--- src/design/fodc_pkg.sv ---
// Package: constants and types of the fractional divider config bank
//----------------------------------------------------------------------
// Behaviour
// - Group at 0x110; config 0x0, phase 0x8
// - Bit 63 one powers divider down
// - Bit 62 one disables the divider
// - Bit 61 is divider reset, default off
// - Bit 60 holds accumulator in reset
// - Bits 59:26 fraction over two^34
// - Integer and fraction staged, applied on top byte
// - Bits 25:9 half ratio, divide by twice
// - Zero bypasses second stage; one is illegal
// - Bits 8:0 first integer, default 0x64
//----------------------------------------------------------------------
package fodc_pkg;

   //----------------------------------------------------------------
   // Address map (byte addresses, 8-bit data)
   //----------------------------------------------------------------
   localparam int ADDR_W = 12;
   localparam int DATA_W = 8;
   localparam logic [11:0] GROUP_BASE = 12'h110;
   localparam logic [11:0] CFG_OFS = 12'h000;
   localparam logic [11:0] PHASE_OFS = 12'h008;
   localparam logic [11:0] APPLIED_OFS = 12'h010;
   localparam logic [11:0] STATUS_OFS = 12'h018;
   localparam logic [11:0] CFG_BYTES = 12'h008;
   localparam logic [11:0] PHASE_BYTES = 12'h002;
   localparam logic [11:0] APPLIED_BYTES = 12'h008;
   localparam logic [11:0] STATUS_BYTES = 12'h001;

   //----------------------------------------------------------------
   // Config register fields
   //----------------------------------------------------------------
   localparam int CFG_W = 64;
   localparam int PD_BIT = 63;
   localparam int DIS_BIT = 62;
   localparam int RST_BIT = 61;
   localparam int ACC_BIT = 60;
   localparam int FRAC_LSB = 26;
   localparam int FRAC_W = 34;
   localparam int HALF_LSB = 9;
   localparam int HALF_W = 17;
   localparam int INT_LSB = 0;
   localparam int INT_W = 9;
   localparam logic [2:0] INT_TOP_BYTE = 3'h1;
   localparam logic [2:0] FRAC_TOP_BYTE = 3'h7;
   localparam logic [8:0] INT_RESET = 9'h064;
   localparam logic [33:0] FRAC_RESET = 34'h0_0000_0000;
   localparam logic [16:0] HALF_RESET = 17'h0_0000;
   localparam logic [16:0] HALF_BYPASS = 17'h0_0000;
   localparam logic [16:0] HALF_ILLEGAL = 17'h0_0001;

   //----------------------------------------------------------------
   // Phase register layout (fields decoded elsewhere)
   //----------------------------------------------------------------
   localparam int PHASE_W = 16;
   localparam logic [15:0] PHASE_RESET = 16'h43F0;
   localparam logic [15:0] PHASE_MASK = 16'hE3FF;

   //----------------------------------------------------------------
   // Status byte and ratio widths
   //----------------------------------------------------------------
   localparam int ST_PENDING = 0;
   localparam int ST_INVALID = 1;
   localparam int ST_BYPASS = 2;
   localparam int RATIO1_W = INT_W + FRAC_W;
   localparam int RATIO2_W = HALF_W + 1;
   localparam int TOTAL_W = RATIO1_W + RATIO2_W;

   typedef struct packed {
      logic [ADDR_W-1:0] addr;
      logic [DATA_W-1:0] wdata;
      logic wr;
      logic rd;
   } fodc_bus_req_t;

   typedef struct packed {
      logic divider_power_down;
      logic divider_disable;
      logic divider_reset;
      logic acc_reset;
   } fodc_ctrl_t;

   typedef struct packed {
      logic [INT_W-1:0] first_stage_integer;
      logic [FRAC_W-1:0] first_stage_fraction;
      logic [HALF_W-1:0] second_stage_half_ratio;
   } fodc_ratio_t;

endpackage

--- src/design/fodc_ratio.sv ---
// Module: effective division ratio of the two divider stages
`timescale 1ns/100ps
module fodc_ratio (
   input wire logic clk,
   input wire logic rst_n,
   input wire fodc_pkg::fodc_ratio_t ratio,
   output logic [fodc_pkg::RATIO1_W-1:0] first_stage_ratio,
   output logic [fodc_pkg::RATIO2_W-1:0] second_stage_ratio,
   output logic [fodc_pkg::TOTAL_W-1:0] total_division
);
   import fodc_pkg::*;

   logic [RATIO1_W-1:0] r1_ff, nxt_r1;
   logic [RATIO2_W-1:0] r2_ff, nxt_r2;
   logic [TOTAL_W-1:0] tot_ff, nxt_tot;

   //----------------------------------------------------------------
   // Ratio arithmetic, fixed point with 34 fraction bits
   //----------------------------------------------------------------
   always_comb begin
      // Fraction is a numerator over two^34, so it is the low bits
      nxt_r1 = {ratio.first_stage_integer,
                ratio.first_stage_fraction};
      nxt_r2 = {ratio.second_stage_half_ratio, 1'b0};
      if (ratio.second_stage_half_ratio == HALF_BYPASS) begin
         nxt_tot = {{RATIO2_W{1'b0}}, nxt_r1};
      end else begin
         nxt_tot = TOTAL_W'(nxt_r1) * TOTAL_W'(nxt_r2);
      end
   end

   always_ff @(posedge clk or negedge rst_n) begin
      if (!rst_n) begin
         // Match the default ratio, so release shows no false step
         r1_ff <= {INT_RESET, FRAC_RESET};
         r2_ff <= {HALF_RESET, 1'b0};
         tot_ff <= TOTAL_W'({INT_RESET, FRAC_RESET});
      end else begin
         r1_ff <= nxt_r1;
         r2_ff <= nxt_r2;
         tot_ff <= nxt_tot;
      end
   end

   assign first_stage_ratio = r1_ff;
   assign second_stage_ratio = r2_ff;
   assign total_division = tot_ff;

endmodule

--- src/design/fodc_regs.sv ---
// Module: register bank of the two-stage fractional output divider
//
// Strobed register access was decided locally.
`timescale 1ns/100ps
module fodc_regs (
   input wire logic clk,
   input wire logic rst_n,
   input wire fodc_pkg::fodc_bus_req_t bus,
   output logic [fodc_pkg::DATA_W-1:0] rdata,
   output fodc_pkg::fodc_ctrl_t ctrl,
   output fodc_pkg::fodc_ratio_t ratio,
   output logic ratio_commit,
   output logic second_stage_bypass,
   output logic second_stage_invalid,
   output logic [fodc_pkg::RATIO1_W-1:0] first_stage_ratio,
   output logic [fodc_pkg::RATIO2_W-1:0] second_stage_ratio,
   output logic [fodc_pkg::TOTAL_W-1:0] total_division,
   output logic [fodc_pkg::PHASE_W-1:0] phase_cfg
);
   import fodc_pkg::*;

   //----------------------------------------------------------------
   // Address decoding helper
   //----------------------------------------------------------------
   // Returns {hit, byte index} for a window of bytes at the group base
   function automatic logic [3:0] byte_hit(
      input logic [ADDR_W-1:0] addr,
      input logic [ADDR_W-1:0] ofs,
      input logic [ADDR_W-1:0] len
   );
      logic [ADDR_W-1:0] start;
      logic [ADDR_W-1:0] rel;
      start = GROUP_BASE + ofs;
      rel = addr - start;
      byte_hit = {(addr >= start) && (rel < len), rel[2:0]};
   endfunction

   // Selects one byte of a 64-bit image
   function automatic logic [DATA_W-1:0] pick_byte(
      input logic [CFG_W-1:0] img,
      input logic [2:0] idx
   );
      pick_byte = img[{idx, 3'h0} +: DATA_W];
   endfunction

   //----------------------------------------------------------------
   // State
   //----------------------------------------------------------------
   logic [CFG_W-1:0] cfg_ff, nxt_cfg;
   logic [INT_W-1:0] int_ff, nxt_int;
   logic [FRAC_W-1:0] frac_ff, nxt_frac;
   logic commit_ff, nxt_commit;
   logic [PHASE_W-1:0] phase_ff, nxt_phase;
   logic [DATA_W-1:0] rdata_ff, nxt_rdata;

   logic [3:0] cfg_sel;
   logic [3:0] phase_sel;
   logic [3:0] appl_sel;
   logic [3:0] stat_sel;
   logic cfg_wr;
   logic top_byte_wr;
   logic [CFG_W-1:0] applied_img;
   logic [DATA_W-1:0] status_byte;
   logic [HALF_W-1:0] half_now;
   logic pending;

   //----------------------------------------------------------------
   // Decode
   //----------------------------------------------------------------
   always_comb begin
      cfg_sel = byte_hit(bus.addr, CFG_OFS, CFG_BYTES);
      phase_sel = byte_hit(bus.addr, PHASE_OFS, PHASE_BYTES);
      appl_sel = byte_hit(bus.addr, APPLIED_OFS, APPLIED_BYTES);
      stat_sel = byte_hit(bus.addr, STATUS_OFS, STATUS_BYTES);
      cfg_wr = bus.wr && cfg_sel[3];
      // Either field's top byte commits the whole group
      top_byte_wr = cfg_wr && ((cfg_sel[2:0] == INT_TOP_BYTE) ||
                    (cfg_sel[2:0] == FRAC_TOP_BYTE));
   end

   //----------------------------------------------------------------
   // Config image: control bits and second stage act at once
   //----------------------------------------------------------------
   always_comb begin
      nxt_cfg = cfg_ff;
      if (cfg_wr) begin
         nxt_cfg[{cfg_sel[2:0], 3'h0} +: DATA_W] = bus.wdata;
      end
   end

   //----------------------------------------------------------------
   // Atomic group: integer and fraction staged in the image
   //----------------------------------------------------------------
   always_comb begin
      nxt_int = int_ff;
      nxt_frac = frac_ff;
      nxt_commit = 1'b0;
      // Lower bytes only stage, so a half-written ratio never
      // reaches the stage and glitches the output frequency
      if (top_byte_wr) begin
         nxt_int = nxt_cfg[INT_LSB +: INT_W];
         nxt_frac = nxt_cfg[FRAC_LSB +: FRAC_W];
         nxt_commit = 1'b1;
      end
   end

   //----------------------------------------------------------------
   // Phase register: stored here, decoded by the phase logic
   //----------------------------------------------------------------
   always_comb begin
      nxt_phase = phase_ff;
      if (bus.wr && phase_sel[3]) begin
         nxt_phase[{phase_sel[0], 3'h0} +: DATA_W] = bus.wdata;
      end
      // Reserved bits never hold a one
      nxt_phase = nxt_phase & PHASE_MASK;
   end

   //----------------------------------------------------------------
   // Read path, data valid in the cycle after the strobe only
   //----------------------------------------------------------------
   always_comb begin
      nxt_rdata = '0;
      if (bus.rd) begin
         if (cfg_sel[3]) begin
            nxt_rdata = pick_byte(cfg_ff, cfg_sel[2:0]);
         end else if (phase_sel[3]) begin
            nxt_rdata = phase_ff[{phase_sel[0], 3'h0} +: DATA_W];
         end else if (appl_sel[3]) begin
            nxt_rdata = pick_byte(applied_img, appl_sel[2:0]);
         end else if (stat_sel[3]) begin
            nxt_rdata = status_byte;
         end else begin
            // Unmapped addresses read as zero
            nxt_rdata = '0;
         end
      end
   end

   //----------------------------------------------------------------
   // Registers
   //----------------------------------------------------------------
   always_ff @(posedge clk or negedge rst_n) begin
      if (!rst_n) begin
         // Power-up, enable, resets deasserted, integer 0x64
         cfg_ff <= {1'b0, 1'b0, 1'b0, 1'b0, FRAC_RESET, HALF_RESET,
                    INT_RESET};
         int_ff <= INT_RESET;
         frac_ff <= FRAC_RESET;
         commit_ff <= 1'b0;
         phase_ff <= PHASE_RESET;
         rdata_ff <= '0;
      end else begin
         cfg_ff <= nxt_cfg;
         int_ff <= nxt_int;
         frac_ff <= nxt_frac;
         commit_ff <= nxt_commit;
         phase_ff <= nxt_phase;
         rdata_ff <= nxt_rdata;
      end
   end

   //----------------------------------------------------------------
   // Applied view and status
   //----------------------------------------------------------------
   always_comb begin
      half_now = cfg_ff[HALF_LSB +: HALF_W];
      applied_img = cfg_ff;
      applied_img[INT_LSB +: INT_W] = int_ff;
      applied_img[FRAC_LSB +: FRAC_W] = frac_ff;
      // Staged group differs from what the divider uses
      pending = (cfg_ff[INT_LSB +: INT_W] != int_ff) ||
                (cfg_ff[FRAC_LSB +: FRAC_W] != frac_ff);
      status_byte = '0;
      status_byte[ST_PENDING] = pending;
      status_byte[ST_INVALID] = (half_now == HALF_ILLEGAL);
      status_byte[ST_BYPASS] = (half_now == HALF_BYPASS);
   end

   //----------------------------------------------------------------
   // Outputs to the divider
   //----------------------------------------------------------------
   // Reset sequencing is left to software; no interlock is forced
   assign ctrl.divider_power_down = cfg_ff[PD_BIT];
   assign ctrl.divider_disable = cfg_ff[DIS_BIT];
   assign ctrl.divider_reset = cfg_ff[RST_BIT];
   assign ctrl.acc_reset = cfg_ff[ACC_BIT];
   assign ratio.first_stage_integer = int_ff;
   assign ratio.first_stage_fraction = frac_ff;
   assign ratio.second_stage_half_ratio = half_now;
   assign ratio_commit = commit_ff;
   assign second_stage_bypass = status_byte[ST_BYPASS];
   assign second_stage_invalid = status_byte[ST_INVALID];
   assign phase_cfg = phase_ff;
   assign rdata = rdata_ff;

   //----------------------------------------------------------------
   // Ratio arithmetic
   //----------------------------------------------------------------
   fodc_ratio u_ratio (
      .clk(clk),
      .rst_n(rst_n),
      .ratio(ratio),
      .first_stage_ratio(first_stage_ratio),
      .second_stage_ratio(second_stage_ratio),
      .total_division(total_division)
   );

endmodule

--- config.mk ---
export PLATFORM = sky130hd
export DESIGN_NAME = fodc_regs
export DESIGN_NICKNAME = d
export VERILOG_FILES = /design/src/design/fodc_pkg.sv /design/src/design/fodc_ratio.sv /design/src/design/fodc_regs.sv
export SDC_FILE = /design/constraint.sdc
export NUM_CORES = 2
export LEC_CHECK = 0
export BUFFER_PORTS_ARGS = -buffer_cell sky130_fd_sc_hd__buf_2
export CORE_MARGIN = 2
export CORE_UTILIZATION = 40
export CTS_CLUSTER_SIZE = 24
export DETAILED_ROUTE_END_ITERATION = 16
export PLACE_DENSITY_LB_ADDON = 0.12
export SYNTH_ARGS = -nofsm -noshare
export SYNTH_HDL_FRONTEND = slang
export SYNTH_HIERARCHICAL = 1
export SYNTH_SLANG_ARGS = --single-unit
--- constraint.sdc ---
create_clock -name clk -period 11.4 [get_ports clk]
set_input_delay 1.14 -clock clk [delete_from_list [all_inputs] [get_ports clk]]
set_output_delay 1.14 -clock clk [all_outputs]
set_load 0.02 [all_outputs]
==> summary.txt <==
Floorplanning
  – Die span in y: 296 um
  – Starting Density: 40.2%
  – Placement Rows: 107
  – Die footprint: 87600 sq um
  – Die Width: 296 um
  – IO Pins: 237
  – Core ar.: 84900 sq um

Timing
  – Fin crit share: 70.4%
  – Max_slew headroom: 18.2%
  – Layout Skew: 0.0300 ns
  – Hold Slack: 0.407 ns
  – F_max: 0.125 GHz
  – Tightest Pin Transition: 1.23 ns
  – RSZ-0062 raised after global routing: no
  – Slew Viols, Final: 0
  – Final Hold Fails: 0
  – Crit path time final: 8.03 ns
  – Sum of negative setup slack: 0 ns
  – Final setup margin: 3.37 ns
  – # setup viols final: 0

Yosys
  – Biggest area consumer among synthesized cells: fa_1
  – Mapped Area: 34100 sq um
  – Top-area cell type share of the netlist area: 36.0%
  – Ys async rst share: 100%
  – Gate Count Post-Synth: 3631
  – Most instantiated library cell after synthesis: inv_1
  – Synthesis-stage register bit count: 250
  – Top FF cell, synth: dfrtp_1
  – Synth top cells by count: 779 x inv_1, 645 x nand2_1, 614 x fa_1, 231 x dfrtp_1, 212 x and2_1
  – Library cells used by synthesis: 84
  – YS warnings: 6
  – Register area share after synthesis: 18.4%
  – Top cells by area, synth: fa_1 36%, dfrtp_1 17%, inv_1 8.6%
  – Number of synthesized flops with an enable pin: 0
  – Post-Syn Area per Cell: 9.39 sq um

Worst setup path
  – Slowest-stage cell, CP: dfrtp_1
  – Most used cell along the critical path: fa_1
  – Maximum fanout along the worst path: 23
  – Crit start category: register
  – CP Capture Type: register
  – CP required: 11.91 ns
  – Cells along the critical path: nand2_1 > fa_1 > fa_1 > fa_1 > inv_1 > fa_1 > fa_1 > inv_1 > fa_1 > inv_1 > ha_1 > a21oi_1 > nand2_1 > or3_1 > o2111ai_1 > a21oi_1 > a31oi_1 > o21ai_1 > o22ai_1 > mux2i_1
  – WP data arrival: 8.54 ns
  – CP peak stage delay: 1.15 ns
  – Crit path kind: register to register

Routing
  – First-pass iteration count of the detailed router: 5
  – DRC viols: 0
  – Vias: 25020
  – Detailed-route wire length per cell: 21.9 um
  – Vias/cell: 5.12
  – DRT antenna net count: 0
  – Starting DRC count in detailed routing: 1571
  – Total length of routed wires: 107000 um

GRT
  – GR met1 Demand/Resource: 34.3%
  – First-pass GRT wire length: 167000 um
  – Total GRT Usage: 25.4%
  – Most Crowded Layer GR: met2
  – Grt total ovfl: 0
  – Antenna violations before repair: 5
  – Vias in the first global route: 26938
  – Grt met3 use: 3.77%
  – Pin count of the biggest net entering global routing: 127
  – Met2 Use GR: 42.8%

Placement
  – Place WS: 3.41 ns
  – Post-Place Cells: 4827
  – Detailed placement HPWL: 79700 um
  – PortBufs: 232
  – Final Wtd Congestion: 0.876

Clock tree
  – Post-CTS Setup Repair Bufs: 0
  – Max clock buf depth: 3
  – Post_cts resized: 0
  – Clock sink total: 250
  – Clk pin slew, worst setup/hold paths: 0.06 ns
  – Clk root buf: clkbuf_16
  – Worst-Skew Late Latency: 0.58 ns
  – Num CTS Buffers: 34
  – Hold_buf cts: 0
  – CTS tree: yes
  – # H-tree levels: 2

Final layout
  – Area Growth Syn to Fin: 9.31%
  – Post-layout net count: 4501
  – Final Non-Filler Cells: 4890
  – Share of cells above drive strength 1: 15.1%
  – Fillers: 8541

Worst hold path
  – Min-delay worst type: register to register

Flow run
  – Maxcap violations: 0

Power
  – Comb power frac: 4.2%
  – Peak supply drop: 0.0000843 V
  – Sw Ratio: 26.1%
  – Power per cell area: 56.1 nW/um^2
  – Seq pwr share: 42.6%
  – Total net switching power: 547 uW
  – Clock group share of total power: 53.1%
  – Leak pwr: 0.0196 uW
  – Internal: 1550 uW

Status
  – Status: completed
cell usage in the layout, fill, tap and decap left out, types with 14 or more instances in the layout:
cell and count:
inv_1 779, nand2_1 645, fa_1 614, buf_2 231, dfrtp_1 220, and2_1 212, ha_1 144, mux2_2 119
a21oi_1 79, o21ai_0 79, xor2_1 65, nor2_1 62, buf_4 62, clkbuf_16 34, mux4_2 32, xnor2_1 30
a21o_1 26, nor4_1 21, nand4_1 21, dfstp_2 19, nor3_1 16, nand3_1 15, nand2b_1 14, o21bai_1 14
path summary, 6_finish.rpt:
check                       startpoint                             to  slack, ns  cells after the start
max                        frac_ff[10]     u_ratio/total_division[55]       3.37                     20
min                        frac_ff[19]  u_ratio/first_stage_ratio[19]       0.41                      0
max reg2reg                frac_ff[10]     u_ratio/total_division[55]       3.37                     20
min reg2reg                frac_ff[19]  u_ratio/first_stage_ratio[19]       0.41                      0
max in group asynchronous        rst_n                     cfg_ff[21]       9.13                      2
min in group asynchronous        rst_n                  phase_cfg[13]       0.65                      1
worst max-delay path, delay by kind of cell (launching register included):
| kind | cells | cell delay (ns) |
|---|---|---|
| flops | 1 | 1.15 |
| compound gates | 6 | 2.21 |
| simple gates | 3 | 0.80 |
| buf+inv | 3 | 0.14 |
| mux | 1 | 0.20 |
| fa+ha+maj | 7 | 3.44 |
power groups by stage:
| stage | sequential [uW] | combinational (uW) | clock (uW) |
|---|---|---|---|
| global placement | 908 | 90.1 | 0 |
| CTS | 892 | 90.0 | 1150 |
| detailed placement | 908 | 89.9 | 0 |
| finish | 892 | 88.5 | 1110 |
| floorplan | 907 | 45.9 | 0 |
| global route | 892 | 97.7 | 1180 |
layout make-up:
class	count	area, sq um	share of cell area, %
multi-input combinational	2359	23900	64.0
tap	1144	1430	3.84
clock buffer	42	921	2.47
antenna	1	2.50	0.00671
timing repair buffer	294	1640	4.39
clock inverter	20	219	0.587
sequential	250	6290	16.9
inverter	780	2930	7.85
metrics by stage:
step | power, uW | utilization, % | area, sq um
4_1_cts | 2130 | 43.9 | 37300
6_report | 2090 | 43.9 | 37300
3_3_place_gp | 998 | 42.6 | 36100
3_5_place_dp | 998 | 42.6 | 36100
5_1_grt | 2170 | 43.9 | 37300
2_1_floorplan | 953 | - | 34100
registers in the layout (all words and copies together), names as in the netlist:
signal and flops:
frac_ff 34, rdata 8, cfg_ff 64, u_ratio/total_division 61, phase_cfg 13, u_ratio/first_stage_ratio 43
u_ratio/second_stage_ratio 17, int_ff 9, ratio_commit 1
logic make-up after synthesis:
group | count (synthesis) | share of synthesized area [%]
compound gates | 285 | 5.46
xor+xnor | 95 | 2.44
buf+inv | 1024 | 11.7
fa+ha+maj | 758 | 41.3
flops | 250 | 18.4
mux | 160 | 6.33
other cells | 2 | 0.0220
simple gates | 1057 | 14.3
layer usage:
| metal | share of wire [%] | wire length [um] |
|---|---|---|
| met5 | 0 | 0 |
| met4 | 2.6 | 2750 |
| met3 | 5.9 | 6380 |
| met2 | 48 | 51900 |
| met1 | 43 | 46200 |
(Power assumes the default switching activity.)
